$ cat src/shared/adcp_map.vh
/*
 Constants for the two-wire control port: address pattern, subaddresses,
 byte counts and wait-state times. Included by rtl/adcp_ctrl_port.v.
*/
`ifndef ADCP_MAP_VH
`define ADCP_MAP_VH
`define ADCP_ADDR_HI        6'h1A
`define ADCP_EPROM_ADDR     7'h50
`define ADCP_SUB_VOLUME     8'h04
`define ADCP_SUB_BASS       8'h06
`define ADCP_SUB_TREBLE     8'h05
`define ADCP_SUB_DRC        8'h02
`define ADCP_SUB_EQ_LO      8'h0A
`define ADCP_SUB_EQ_HI      8'h17
`define ADCP_RB_DEPTH       7
`define ADCP_CLK_MHZ        50
`define ADCP_VOL_WAIT_US_32 62000
`define ADCP_VOL_WAIT_US_44 49000
`define ADCP_VOL_WAIT_US_48 41000
`define ADCP_TONE_WAIT_US_32 231000
`define ADCP_TONE_WAIT_US_44 167000
`define ADCP_TONE_WAIT_US_48 153000
`define ADCP_EQ_WAIT_US_32  15000
`define ADCP_EQ_WAIT_US_44  190
`define ADCP_EQ_WAIT_US_48  300
`define ADCP_DRC_WAIT_US    300
`define ADCP_LOAD_WAIT_US   150
`define ADCP_TONE_STEPS     18
`define ADCP_FS_32K         2'h0
`define ADCP_FS_44K         2'h1
`define ADCP_FS_48K         2'h2
`endif

$ cat src/rtl/adcp_ctrl_port.v
/*
 Two-wire serial control port slave of an audio processor: address match,
 subaddressed writes, seven-byte readback and clock-stretch wait states.
 Assumes open-drain SCL/SDA resolved outside; both pins arrive asynchronous
 and are double-flopped onto clk_sys. The EPROM boot master lives elsewhere;
 this block only releases the bus to it via boot_done.
*/
// Overview of operation
// - Slave address is 011010 plus the address-select pin level.
// - Answer 0x68/0x69 with select low, 0x6A/0x6B with select high.
// - First byte after write address is subaddress, steering later data bytes.
// - Receiver acknowledges every byte; device pulls SDA low on its ack clock.
// - Any number of bytes accepted between start and stop.
// - The last seven received bytes stay in a FIFO readback buffer.
// - Reads return oldest byte first, next on each master ack, stop ends.
// - Volume or tone change stalls the next command 41 to 231 ms.
// - Long command series may cause short waits of 150 to 300 us.
// - At 32 kHz, occasional waits of up to 15 ms.
// - Volume wait is 62, 49 or 41 ms at 32, 44.1, 48 kHz.
// - Tone wait scales with change, full range 231, 167 or 153 ms.
// - Equalizer waits 15 ms, 190 us, 300 us; compression 300 us; others none.
// - Port runs standard mode, up to 100 kbps.
// - Byte, word and block SMBus transfers work; no negative acknowledge.
// - Try EPROM load as master first, then fall back to slave operation.
// - SMBus read returns last subaddress then last six data bytes; code returns the last seven received bytes.
// - The EPROM is addressed at bus address A0h.
`timescale 1ns/1ps
`include "adcp_map.vh"
module adcp_ctrl_port #(
   parameter LOAD_BURST = 16,                         // Bytes between short load pauses.
   parameter WAIT_W     = 24                          // Wait counter width.
) (
   input  wire       clk_sys,                         // System clock, 50 MHz.
   input  wire       reset_n,                         // Synchronous reset, active low.
   input  wire       address_select_pin,              // Low address bit strap.
   input  wire [1:0] fs_sel,                          // Sample rate: 0 32k, 1 44.1k, 2 48k.
   input  wire       boot_done,                       // EPROM load attempt finished.
   input  wire       scl_in,                          // Serial clock pin level.
   output wire       scl_out,                         // Serial clock drive value (low).
   output reg        scl_oe,                          // Serial clock pulled low when high.
   input  wire       sda_in,                          // Serial data pin level.
   output wire       sda_out,                         // Serial data drive value (low).
   output reg        sda_oe,                          // Serial data pulled low when high.
   output reg  [7:0] wr_sub,                          // Subaddress of the current write.
   output reg  [7:0] wr_data,                         // Data byte delivered to storage.
   output reg  [7:0] wr_index,                        // Byte position within the subaddress.
   output reg        wr_strobe,                       // One-cycle pulse per data byte.
   output wire       busy                             // Wait state in progress.
);
   // Cycle counts per microsecond-based time, derived from the clock rate.
   // The products are worked out as integers and then cut to the counter width
   // on purpose; WAIT_W must hold the longest tone wait, 231 ms at 32 kHz.
   localparam integer VOL32_N    = `ADCP_VOL_WAIT_US_32 * `ADCP_CLK_MHZ;
   localparam integer VOL44_N    = `ADCP_VOL_WAIT_US_44 * `ADCP_CLK_MHZ;
   localparam integer VOL48_N    = `ADCP_VOL_WAIT_US_48 * `ADCP_CLK_MHZ;
   localparam integer TONE32_N   = `ADCP_TONE_WAIT_US_32 * `ADCP_CLK_MHZ;
   localparam integer TONE44_N   = `ADCP_TONE_WAIT_US_44 * `ADCP_CLK_MHZ;
   localparam integer TONE48_N   = `ADCP_TONE_WAIT_US_48 * `ADCP_CLK_MHZ;
   localparam integer EQ32_N     = `ADCP_EQ_WAIT_US_32 * `ADCP_CLK_MHZ;
   localparam integer EQ44_N     = `ADCP_EQ_WAIT_US_44 * `ADCP_CLK_MHZ;
   localparam integer EQ48_N     = `ADCP_EQ_WAIT_US_48 * `ADCP_CLK_MHZ;
   localparam integer DRC_N      = `ADCP_DRC_WAIT_US * `ADCP_CLK_MHZ;
   localparam integer LOAD_N     = `ADCP_LOAD_WAIT_US * `ADCP_CLK_MHZ;
   localparam integer TONE_DIV_N = `ADCP_TONE_STEPS;
   localparam [WAIT_W-1:0] CYC_VOL32  = VOL32_N[WAIT_W-1:0];
   localparam [WAIT_W-1:0] CYC_VOL44  = VOL44_N[WAIT_W-1:0];
   localparam [WAIT_W-1:0] CYC_VOL48  = VOL48_N[WAIT_W-1:0];
   localparam [WAIT_W-1:0] CYC_TONE32 = TONE32_N[WAIT_W-1:0];
   localparam [WAIT_W-1:0] CYC_TONE44 = TONE44_N[WAIT_W-1:0];
   localparam [WAIT_W-1:0] CYC_TONE48 = TONE48_N[WAIT_W-1:0];
   localparam [WAIT_W-1:0] CYC_EQ32   = EQ32_N[WAIT_W-1:0];
   localparam [WAIT_W-1:0] CYC_EQ44   = EQ44_N[WAIT_W-1:0];
   localparam [WAIT_W-1:0] CYC_EQ48   = EQ48_N[WAIT_W-1:0];
   localparam [WAIT_W-1:0] CYC_DRC    = DRC_N[WAIT_W-1:0];
   localparam [WAIT_W-1:0] CYC_LOAD   = LOAD_N[WAIT_W-1:0];
   localparam [WAIT_W-1:0] TONE_DIV   = TONE_DIV_N[WAIT_W-1:0];

   // Byte engine states.
   localparam [2:0] ST_IDLE = 3'h0;
   localparam [2:0] ST_ADDR = 3'h1;
   localparam [2:0] ST_RX   = 3'h2;
   localparam [2:0] ST_RACK = 3'h3;
   localparam [2:0] ST_TX   = 3'h4;
   localparam [2:0] ST_TACK = 3'h5;
   localparam [2:0] ST_SKIP = 3'h6;

   // Wait time for a write to one subaddress; zero means no stall.
   function [WAIT_W-1:0] wait_for;
      input [7:0] sub;
      input [1:0] fs;
      input [7:0] step;
      reg   [WAIT_W-1:0] full;
      begin
         full = (fs == `ADCP_FS_32K) ? CYC_TONE32 : (fs == `ADCP_FS_44K) ? CYC_TONE44 : CYC_TONE48;
         if (sub == `ADCP_SUB_VOLUME) begin
            wait_for = (fs == `ADCP_FS_32K) ? CYC_VOL32 : (fs == `ADCP_FS_44K) ? CYC_VOL44 : CYC_VOL48;
         end else if (sub == `ADCP_SUB_BASS || sub == `ADCP_SUB_TREBLE) begin
            wait_for = (step >= `ADCP_TONE_STEPS) ? full :
                       (full / TONE_DIV) * step[4:0];
         end else if (sub >= `ADCP_SUB_EQ_LO && sub <= `ADCP_SUB_EQ_HI) begin
            wait_for = (fs == `ADCP_FS_32K) ? CYC_EQ32 : (fs == `ADCP_FS_44K) ? CYC_EQ44 : CYC_EQ48;
         end else if (sub == `ADCP_SUB_DRC) begin
            wait_for = CYC_DRC;
         end else begin
            wait_for = {WAIT_W{1'b0}};
         end
      end
   endfunction

   // Pin synchronisers; only the second and third stages are looked at.
   // The address strap is a pin too, so it is synchronised the same way; it is
   // only read at the end of an address byte, so the two-cycle lag never shows.
   reg        scl_m_r, scl_s_r, scl_d_r;
   reg        sda_m_r, sda_s_r, sda_d_r;
   reg        addr_sel_m_r, addr_sel_s_r;
   always @(posedge clk_sys) begin
      if (!reset_n) begin
         scl_m_r      <= 1'b1;
         scl_s_r      <= 1'b1;
         scl_d_r      <= 1'b1;
         sda_m_r      <= 1'b1;
         sda_s_r      <= 1'b1;
         sda_d_r      <= 1'b1;
         addr_sel_m_r <= 1'b0;
         addr_sel_s_r <= 1'b0;
      end else begin
         scl_m_r      <= scl_in;
         scl_s_r      <= scl_m_r;
         scl_d_r      <= scl_s_r;
         sda_m_r      <= sda_in;
         sda_s_r      <= sda_m_r;
         sda_d_r      <= sda_s_r;
         addr_sel_m_r <= address_select_pin;
         addr_sel_s_r <= addr_sel_m_r;
      end
   end

   // Edges and bus conditions come from the synchronised copies only; start and
   // stop need SCL high in both stages, so a data change at an SCL fall is safe.
   wire scl_rise = scl_s_r & ~scl_d_r;
   wire scl_fall = ~scl_s_r & scl_d_r;
   wire start_c  = scl_s_r & scl_d_r & sda_d_r & ~sda_s_r;
   wire stop_c   = scl_s_r & scl_d_r & ~sda_d_r & sda_s_r;

   // Byte engine state, readback storage and wait bookkeeping.
   reg  [2:0]        state_r;
   reg  [3:0]        bit_r;
   reg  [7:0]        shift_r;
   reg               rnw_r;
   reg               have_sub_r;
   reg  [7:0]        rb_mem [0:`ADCP_RB_DEPTH-1];
   reg  [2:0]        rb_rd_r;
   reg  [7:0]        tone_old_r;
   reg  [WAIT_W-1:0] wait_r;
   reg  [WAIT_W-1:0] pend_r;
   reg  [7:0]        burst_r;
   reg               stretch_r;
   wire [7:0]        step = (shift_r > tone_old_r) ? shift_r - tone_old_r : tone_old_r - shift_r;
   wire [7:0]        my_addr = {1'b0, `ADCP_ADDR_HI, addr_sel_s_r};

   assign scl_out = 1'b0;
   assign sda_out = 1'b0;
   assign busy    = (wait_r != {WAIT_W{1'b0}});

   // One push per received byte, on the SCL fall that ends its eighth bit. The
   // subaddress byte is pushed as well, so a read shows it ahead of the data until a seventh data byte follows.
   wire   rb_push = boot_done & ~stop_c & ~start_c & scl_fall &
                    (state_r == ST_RX) & (bit_r == 4'h8);

   // Readback buffer shifts: newest enters at the top, oldest falls out. Kept
   // as a shift register so no pointer math can desynchronise after overflow.
   genvar gi;
   generate
      for (gi = 0; gi < `ADCP_RB_DEPTH; gi = gi + 1) begin : g_rb
         always @(posedge clk_sys) begin
            if (!reset_n) begin
               rb_mem[gi] <= 8'h00;
            end else if (rb_push) begin
               rb_mem[gi] <= (gi == `ADCP_RB_DEPTH-1) ? shift_r : rb_mem[(gi+1) % `ADCP_RB_DEPTH];
            end
         end
      end
   endgenerate

   // Byte engine: address match, receive, acknowledge, transmit.
   always @(posedge clk_sys) begin
      if (!reset_n) begin
         state_r    <= ST_IDLE;
         bit_r      <= 4'h0;
         shift_r    <= 8'h00;
         rnw_r      <= 1'b0;
         have_sub_r <= 1'b0;
         rb_rd_r    <= 3'h0;
         sda_oe     <= 1'b0;
         wr_sub     <= 8'h00;
         wr_data    <= 8'h00;
         wr_index   <= 8'h00;
         wr_strobe  <= 1'b0;
         tone_old_r <= 8'h00;
         pend_r     <= {WAIT_W{1'b0}};
         burst_r    <= 8'h00;
      end else begin
         wr_strobe <= 1'b0;
         if (!boot_done) begin
            state_r <= ST_IDLE;
            sda_oe  <= 1'b0;
         end else if (stop_c) begin
            state_r <= ST_IDLE;
            sda_oe  <= 1'b0;
            if (!busy) begin
               pend_r <= {WAIT_W{1'b0}};
            end
         end else if (start_c) begin
            state_r <= ST_ADDR;
            bit_r   <= 4'h0;
            sda_oe  <= 1'b0;
         end else begin
            case (state_r)
               ST_ADDR, ST_RX: begin
                  if (scl_rise && bit_r != 4'h8) begin
                     shift_r <= {shift_r[6:0], sda_s_r};
                     bit_r   <= bit_r + 4'h1;
                  end else if (scl_fall && bit_r == 4'h8) begin
                     if (state_r == ST_ADDR) begin
                        if (shift_r[7:1] == my_addr[6:0]) begin
                           rnw_r      <= shift_r[0];
                           have_sub_r <= 1'b0;
                           rb_rd_r    <= 3'h0;
                           sda_oe     <= 1'b1;
                           state_r    <= ST_RACK;
                        end else begin
                           state_r <= ST_SKIP;
                        end
                     end else begin
                        sda_oe  <= 1'b1;
                        state_r <= ST_RACK;
                        if (!have_sub_r) begin
                           have_sub_r <= 1'b1;
                           wr_sub     <= shift_r;
                           wr_index   <= 8'h00;
                        end else begin
                           wr_data   <= shift_r;
                           wr_strobe <= 1'b1;
                           wr_index  <= wr_index + 8'h01;
                           burst_r   <= burst_r + 8'h01;
                           if (wr_sub == `ADCP_SUB_BASS || wr_sub == `ADCP_SUB_TREBLE) begin
                              tone_old_r <= shift_r;
                           end
                           if (wait_for(wr_sub, fs_sel, step) != {WAIT_W{1'b0}}) begin
                              pend_r <= wait_for(wr_sub, fs_sel, step);
                           end else if (burst_r == LOAD_BURST[7:0]) begin
                              pend_r  <= CYC_LOAD;
                              burst_r <= 8'h00;
                           end
                        end
                     end
                  end
               end
               ST_RACK: begin
                  if (scl_fall) begin
                     sda_oe <= 1'b0;
                     bit_r  <= 4'h0;
                     if (rnw_r) begin
                        sda_oe  <= ~rb_mem[0][7];
                        shift_r <= {rb_mem[0][6:0], 1'b0};
                        rb_rd_r <= 3'h1;
                        state_r <= ST_TX;
                     end else begin
                        state_r <= ST_RX;
                     end
                  end
               end
               ST_TX: begin
                  if (scl_fall) begin
                     if (bit_r == 4'h7) begin
                        sda_oe  <= 1'b0;
                        state_r <= ST_TACK;
                     end else begin
                        sda_oe  <= ~shift_r[7];
                        shift_r <= {shift_r[6:0], 1'b0};
                        bit_r   <= bit_r + 4'h1;
                     end
                  end
               end
               ST_TACK: begin
                  if (scl_rise) begin
                     if (!sda_s_r && rb_rd_r < `ADCP_RB_DEPTH) begin
                        bit_r   <= 4'h8;
                     end else begin
                        state_r <= ST_SKIP;
                     end
                  end else if (scl_fall && bit_r == 4'h8) begin
                     sda_oe  <= ~rb_mem[rb_rd_r][7];
                     shift_r <= {rb_mem[rb_rd_r][6:0], 1'b0};
                     rb_rd_r <= rb_rd_r + 3'h1;
                     bit_r   <= 4'h0;
                     state_r <= ST_TX;
                  end
               end
               ST_IDLE, ST_SKIP: begin
                  sda_oe <= 1'b0;
               end
               default: begin
                  state_r <= ST_IDLE;
               end
            endcase
         end
      end
   end

   // Wait-state timer: armed by a write, it stretches SCL low after the next
   // acknowledge until the interpolation completes. The pending time is handed
   // over at the stop and cleared by the byte engine in that same cycle, so one
   // write arms exactly one wait.
   always @(posedge clk_sys) begin
      if (!reset_n) begin
         wait_r    <= {WAIT_W{1'b0}};
         stretch_r <= 1'b0;
      end else begin
         if (stop_c && pend_r != {WAIT_W{1'b0}} && wait_r == {WAIT_W{1'b0}}) begin
            wait_r <= pend_r;
         end else if (wait_r != {WAIT_W{1'b0}}) begin
            wait_r <= wait_r - {{(WAIT_W-1){1'b0}}, 1'b1};
         end
         stretch_r <= busy & (state_r == ST_RACK) & scl_fall;
      end
   end

   // SCL is held low once the ack clock ends while busy, released when idle.
   always @(posedge clk_sys) begin
      if (!reset_n) begin
         scl_oe <= 1'b0;
      end else if (stretch_r || (scl_oe && busy)) begin
         scl_oe <= 1'b1;
      end else begin
         scl_oe <= 1'b0;
      end
   end
endmodule // adcp_ctrl_port

$ cat config.mk
export PLATFORM = sky130hd
export DESIGN_NAME = adcp_ctrl_port
export DESIGN_NICKNAME = d
export VERILOG_FILES = /design/src/rtl/adcp_ctrl_port.v
export VERILOG_INCLUDE_DIRS = /design/src /design/src/shared
export SDC_FILE = /design/constraint.sdc
export NUM_CORES = 1
export LEC_CHECK = 0
export ABC_AREA = 1
export BUFFER_PORTS_ARGS = -buffer_cell sky130_fd_sc_hd__buf_2
export CORE_ASPECT_RATIO = 1.4
export CORE_MARGIN = 8
export CORE_UTILIZATION = 35
export CTS_CLUSTER_SIZE = 8
export DETAILED_ROUTE_END_ITERATION = 8
export PLACE_DENSITY = 0.51
export SLEW_MARGIN = 20
export SYNTH_ARGS = -nofsm -noshare
export SYNTH_HDL_FRONTEND = slang
export SYNTH_SLANG_ARGS = --single-unit
$ cat constraint.sdc
create_clock -name clk_sys -period 11.79 [get_ports clk_sys]
set_input_delay 1.179 -clock clk_sys [delete_from_list [all_inputs] [get_ports clk_sys]]
set_output_delay 1.179 -clock clk_sys [all_outputs]
set_load 0.02 [all_outputs]
## Word-level counts from Yosys, hierarchy flattened

Memories as Yosys holds them, arrays and structs flattened. A register that Yosys moved wholly into a read port is not among the register bits.
Cells that the tools add are included.

| cells by class | value |
|---|---|
| reductions and logical operators | 43 |
| bitwise gates (word level) | 38 |
| $lt $le $gt $ge | 5 |
| $add $sub $neg | 7 |
| multipliers | 1 |
| divide/modulo/power cells | 1 |
| multiplexer cells | 103 |
| eq/ne operators | 47 |

Operators with widths:

| operator | number |
|---|---|
| 24-bit 2-to-1 mux | 25 |
| 8-bit 2-to-1 mux | 18 |
| 24-bit nonzero test | 3 |
| 3-bit 2-to-1 mux | 21 |
| 20-bit 2-to-1 mux | 3 |
| 8-bit AND reduction | 6 |
| 22-bit 2-to-1 mux | 2 |
| 4-bit 2-to-1 mux | 8 |
| 2-bit inequality test (second input constant) | 16 |
| 8-bit case mux with 4 select lines | 1 |
| 3-bit inequality test (second input constant) | 10 |
| 9-bit AND reduction | 3 |
| 24-bit by 5-bit divider with 24-bit output (second input constant) | 1 |
| 8-bit by 3-bit == test with 1-bit output (second input constant) | 3 |
| 24-bit logical NOT | 1 |
| 24-bit by 5-bit multiplier with 24-bit output | 1 |
| 24-bit by 1-bit subtractor with 24-bit output (second input constant) | 1 |
| 1-bit 2-to-1 mux | 19 |
| 1-bit inverter | 17 |
| 8-bit by 1-bit adder with 8-bit output (second input constant) | 2 |
| 4-bit inequality test (second input constant) | 4 |
| 4-bit case mux with 4 select lines | 1 |
| 8-bit subtractor | 2 |
| 3-bit case mux with 5 select lines | 1 |
| other kinds (39) | 76 |

| word-level totals | value |
|---|---|
| bits in registers | 120 |
| word-level logic and storage cells | 272 |
| memories kept | 1 |
| bits in writable memories | 56 |
| output and inout bits | 30 |

Memories:

| name | depth | bits a word | rd ports | clocked after Yosys merged registers in | write ports | RTL line | source |
|---|---|---|---|---|---|---|---|
| rb_mem | 7 | 8 | 8 | 1 | 7 | adcp_ctrl_port.v:151 | `` reg [7:0] rb_mem [0:`ADCP_RB_DEPTH-1]; `` |

## Logic depth before layout (Yosys ltp)

| logic depth | value |
|---|---|
| depth after elaboration | 26 |
| depth in mapped cells | 44 |
| depth with buffers taken out | 42 |

## Worst setup path before layout

No wires, ideal clock.

| path | value |
|---|---|
| path kind | input -> register |
| start point | input fs_sel[1] |
| end point | register pend_r[10] |
| library setup time | 115 ps |
| setup slack | 5710 ps |
| stages | 33 |
| arrival | 5965 ps |
| cells stage by stage | clkbuf_1 clkbuf_1 ha_1 inv_1 nand2_1 a22oi_1 nand2_1 fa_1 fa_1 fa_1 inv_1 ha_1 a21oi_1 o21ai_0 a21oi_1 inv_1 nand3_1 nand2_1 nand2_1 nand2_1 nand3_1 nand2_1 nand2_1 nand2_1 nor2_1 nand2_1 nor2_1 nand4_1 nand2_1 nand2_4 buf_2 a21oi_1 nor2_1 |

| between the ends | value |
|---|---|
| longest elaborated chain between the ends | 26 |
| elaborated cells on any way between the ends | 34 |
| classes of those cells | 1 x mul; 1 x div; 1 x eq/ne; 27 x mux; 4 x reduce/logical |

RTL lines:

| what | RTL line | source |
|---|---|---|
| start: declaration | adcp_ctrl_port.v:36 | `input wire [1:0] fs_sel,` |
| 2-bit by 1-bit == test with 1-bit output (no source line) | -- |  |
| 20-bit 2-to-1 mux | adcp_ctrl_port.v:94 | `` full = (fs == `ADCP_FS_32K) ? CYC_TONE32 : (fs == `ADCP_FS_44K) ? CYC_TONE44 : CYC_TONE48; `` |
| 24-bit 2-to-1 mux | adcp_ctrl_port.v:94 |  |
| 24-bit by 5-bit divider with 24-bit output | adcp_ctrl_port.v:99 | `(full / TONE_DIV) * step[4:0];` |
| 24-bit by 5-bit multiplier with 24-bit output | adcp_ctrl_port.v:99 |  |
| 24-bit 2-to-1 mux | adcp_ctrl_port.v:98 | `` wait_for = (step >= `ADCP_TONE_STEPS) ? full : `` |
| 24-bit 2-to-1 mux | adcp_ctrl_port.v:97 | `` end else if (sub == `ADCP_SUB_BASS \|\| sub == `ADCP_SUB_TREBLE) begin `` |
| 24-bit 2-to-1 mux (*) | adcp_ctrl_port.v:95 | `` if (sub == `ADCP_SUB_VOLUME) begin `` |
| [10 not listed] | -- |  |
| 24-bit 2-to-1 mux | adcp_ctrl_port.v:249 | `if (wait_for(wr_sub, fs_sel, step) != {WAIT_W{1'b0}}) begin` |
| 24-bit 2-to-1 mux | adcp_ctrl_port.v:237 | `if (!have_sub_r) begin` |
| 24-bit 2-to-1 mux | adcp_ctrl_port.v:224 | `if (state_r == ST_ADDR) begin` |
| 24-bit 2-to-1 mux | adcp_ctrl_port.v:223 | `end else if (scl_fall && bit_r == 4'h8) begin` |
| 24-bit 2-to-1 mux | adcp_ctrl_port.v:220 | `if (scl_rise && bit_r != 4'h8) begin` |
| 24-bit 2-to-1 mux | adcp_ctrl_port.v:218 | `case (state_r)` |
| 24-bit 2-to-1 mux | adcp_ctrl_port.v:213 | `end else if (start_c) begin` |
| 24-bit 2-to-1 mux | adcp_ctrl_port.v:207 | `end else if (stop_c) begin` |
| end signal: assignment | adcp_ctrl_port.v:200 | `pend_r <= {WAIT_W{1'b0}};` |
| end signal: assignment | adcp_ctrl_port.v:211 | `pend_r <= {WAIT_W{1'b0}};` |
| end signal: assignment | adcp_ctrl_port.v:250 | `pend_r <= wait_for(wr_sub, fs_sel, step);` |
| end: declaration | adcp_ctrl_port.v:155 | `reg [WAIT_W-1:0] pend_r;` |

Every way passes the cells marked *; elsewhere a longest branch is shown, timed or not. The select of a mux whose other input is x is not followed.
A chain may end at the register's enable or synchronous reset.

## Final worst setup path

| path | value |
|---|---|
| start point | register shift_r[0] |
| end point | register pend_r[20] |

| between the ends | value |
|---|---|
| longest elaborated chain between the ends | 24 |
| elaborated cells on any way between the ends | 29 |
| classes of those cells | 2 x add/sub; 1 x mul; 2 x order compare; 21 x mux; 3 x reduce/logical |

RTL lines:

| what | RTL line | source |
|---|---|---|
| start: declaration | adcp_ctrl_port.v:148 | `reg [7:0] shift_r;` |
| start signal: assignment | adcp_ctrl_port.v:221 | `shift_r <= {shift_r[6:0], sda_s_r};` |
| start signal: assignment | adcp_ctrl_port.v:265 | `shift_r <= {rb_mem[0][6:0], 1'b0};` |
| start signal: assignment | adcp_ctrl_port.v:280 | `shift_r <= {shift_r[6:0], 1'b0};` |
| 8-bit subtractor / 8-bit greater-than comparator (equally long branches) | adcp_ctrl_port.v:158 | `wire [7:0] step = (shift_r > tone_old_r) ? shift_r - tone_old_r : tone_old_r - shift_r;` |
| 8-bit 2-to-1 mux (*) | adcp_ctrl_port.v:158 |  |
| 24-bit by 5-bit multiplier with 24-bit output / 8-bit by 5-bit greater-or-equal comparator with 1-bit output (equally long branches) | -- |  |
| 24-bit 2-to-1 mux (*) | adcp_ctrl_port.v:98 |  |
| 24-bit 2-to-1 mux (*) | adcp_ctrl_port.v:97 |  |
| 24-bit 2-to-1 mux (*) | adcp_ctrl_port.v:95 |  |
| 24-bit 2-to-1 mux | adcp_ctrl_port.v:237 |  |
| 24-bit 2-to-1 mux | adcp_ctrl_port.v:224 |  |
| [8 not listed] | -- |  |
| 24-bit 2-to-1 mux | adcp_ctrl_port.v:249 |  |
| 24-bit 2-to-1 mux | adcp_ctrl_port.v:237 |  |
| 24-bit 2-to-1 mux | adcp_ctrl_port.v:224 |  |
| 24-bit 2-to-1 mux | adcp_ctrl_port.v:223 |  |
| 24-bit 2-to-1 mux | adcp_ctrl_port.v:220 |  |
| 24-bit 2-to-1 mux | adcp_ctrl_port.v:218 |  |
| 24-bit 2-to-1 mux | adcp_ctrl_port.v:213 |  |
| 24-bit 2-to-1 mux | adcp_ctrl_port.v:207 |  |

Marked as above.

==> flow_metrics.py <==
metrics = {
    "grt": {
        "grt_pass1_vias": 11600,
        "grt_pass1_wl_um": 60700,
        "gr-usage-all-layers_pct": 17.6,
        "grt_start_max_net_pins": 57,
        "grt-ovfl-total": 0,
        "antenna_found_initial": 0,
    },
    "floorplanning": {
        "core_area_sq_mm": 0.0366,
        "die_w_um": 179,
        "start_util_pct": 35.4,
        "boundaryPins": 38,
        "num_rows": 83,
        "die_h_um": 244,
        "die_area_sq_mm": 0.0435,
    },
    "synthesis": {
        "synth_top_family_by_area": "simple AND/OR/NAND/NOR gates",
        "synth.area.mux_share_pct": 0,
        "yosys.cell_types.count": 58,
        "synthAdderAreaFrac_pct": 13.8,
        "synth-seq-area-share_pct": 32.0,
        "synthSimpleGateAreaFrac_pct": 26.8,
        "synth_async_sr_flop_share_pct": 0,
        "synth_edf_count": 56,
        "ys_ff_latch": 179,
        "ys_top_cells_by_area": "dfxtp_1 (19%), edfxtp_1 (13%), nand2_1 (9.4%)",
        "synth_top_cells_by_count": "nand2_1 (324), inv_1 (298), nor2_1 (289)",
        "syn-cell-area_sq_mm": 0.0129,
        "synth_flop_cell": "dfxtp_1",
        "synthXorXnorAreaFrac_pct": 2.71,
        "ys_warn_count": 0,
        "synthCells": 1801,
        "synth_largest_area_cell": "dfxtp_1",
        "syn_area_per_cell_sq_um": 7.19,
        "synth-compound-area-share_pct": 13.7,
        "yosysMostFrequentCell": "nand2_1",
        "synth_top_area_share_pct": 19.0,
    },
    "critical_path": {
        "required_ns": 12.13,
        "slowest_stage": "fa_1",
        "critPathTopFamily": "simple AND/OR/NAND/NOR gates",
        "end_kind": "register",
        "cp_max_fo": 35,
        "crit_buf_inv": 4,
        "cpMostUsedCell": "nand2_1",
        "critPathKind": "reg -> reg",
        "crit_arrival_ns": 7.65,
        "startpoint_type": "register",
        "max_stage_delay_ns": 0.59,
    },
    "timing": {
        "skew_ns": 0.0238,
        "period_needed_ns": 7.31,
        "rsz0062_at_grt": "false",
        "finalSetupViolCount": 0,
        "fmax_ghz": 0.137,
        "finalSetupTns_ns": 0,
        "hold_viol": 0,
        "fin_crit_sh_pct": 62.0,
        "tightest_slew_ns": 1.03,
        "holdWs_ns": 0.414,
        "maxSlewViolCount": 0,
        "slew_headroom_pct": 31.1,
    },
    "clock_network": {
        "root_buffer": "clkbuf_16",
        "cts_made_buffers": 17,
        "cts_hold_buf": 0,
        "cts_sinks": 179,
        "postCtsResizedCells": 0,
        "tritoncts": "yes",
        "cts_setup_buffers": 0,
        "insertion_delay_ns": 0.45,
        "cts.htree.levels": 4,
        "clk_pin_slew_ns": 0.07,
        "cts.path.max_buffers": 2,
    },
    "finish": {
        "layout-drive-gt1-share_pct": 6.78,
        "n_antenna_cell": 0,
        "area_growth_pct": 9.18,
        "fin_nets": 1935,
    },
    "routing": {
        "first_pass_iters": 5,
        "drc": 0,
        "ant_nets": 0,
        "avgViaCountPerCell": 5.08,
        "vias": 11700,
        "wirelength_um": 37600,
        "drt_iter0_markers": 577,
        "wl_per_cell_um": 16.4,
    },
    "placement": {
        "dpl.hpwl_um": 29400,
        "portBuffers": 35,
        "routabilityCongestion": 0.978,
    },
    "pwr": {
        "p_leak_nw": 6.65,
        "peakVddDrop_mv": 0.100,
        "power.density_mw_per_mm2": 149,
    },
    "min_path": {
        "min_path_type": "reg -> reg",
    },
    "job": {
        "maxCapViolations": 0,
    },
    "outcome": {
        "status": "completed",
    },
}
==> cell families after synthesis <==
family	after synthesis
AOI/OAI and AO/OA	298
xor gates and xnor gates	40
adders and majority gates	110
buffers and inverters	361
and+or+nand+nor	811
other	2
DFF	179
==> report_power, final <==
part           switching, mW  internal, mW
combinational          0.546         0.277
clock                  0.270         0.295
sequential            0.0390         0.680
==> routing by layer <==
metal	vias up	GRT usage, %	wire length [um]
met4	0	8.09	1480
met3	81	2.52	1270
met5	-	0	0
met1	5497	20.3	15600
met2	253	31.3	19300
li1	5845	-	-
==> state kept, by name (all words and copies together), names as in the netlist, 3 cells and up, named ones only <==
| register | count |
|---|---|
| bit_r | 4 |
| burst_r | 8 |
| pend_r | 24 |
| rb_mem | 56 |
| rb_rd_r | 3 |
| shift_r | 8 |
| state_r | 3 |
| tone_old_r | 8 |
| wait_r | 24 |
| wr_data | 8 |
| wr_index | 8 |
| wr_sub | 8 |
==> per-stage QoR <==
| step | utilization [%] | std cells | setup slack [ns] | power [mW] | cell area (sq um) |
|---|---|---|---|---|---|
| floorplan | - | 1811 | 5.71 | 1.33 | 13000 |
| global placement | 37.1 | 2265 | 4.21 | 1.56 | 13600 |
| detailed placement | 37.1 | 2265 | 4.17 | 1.55 | 13600 |
| CTS | 38.7 | 2297 | 4.49 | 2.12 | 14100 |
| global route | 38.7 | 2297 | 3.96 | 2.25 | 14100 |
| finish | 38.7 | 2297 | 4.48 | 2.11 | 14100 |
==> cells in the final DEF (no fill, tap or decap), drive strengths merged, types with 19 or more instances in the layout <==
| cell type | count |
|---|---|
| a211oi | 44 |
| a21oi | 125 |
| buf | 44 |
| clkbuf | 19 |
| dfxtp | 123 |
| edfxtp | 56 |
| fa | 55 |
| ha | 55 |
| inv | 310 |
| nand2 | 341 |
| nand3 | 88 |
| nand4 | 29 |
| nor2 | 292 |
| nor3 | 31 |
| o21ai | 81 |
| xor2 | 25 |
==> layout make-up <==
cell class | instances | area, sq um
inverter | 304 | 1140
tap | 467 | 584
timing repair buffer | 44 | 243
clock inverter | 13 | 113
fill | 3992 | 22400
clock buffer | 19 | 464
multi-input combinational | 1271 | 7440
sequential | 179 | 4140
==> worst paths after layout <==
check                                 from         end  slack (ns)  depth (start not counted)
worst max-delay path            shift_r[0]  pend_r[20]        4.48                         37
worst min-delay path               scl_m_r     scl_s_r        0.41                          1
worst max register to register  shift_r[0]  pend_r[20]        4.48                         37
worst min register to register     scl_m_r     scl_s_r        0.41                          1
Note: power is estimated with default switching activity, not from simulation.
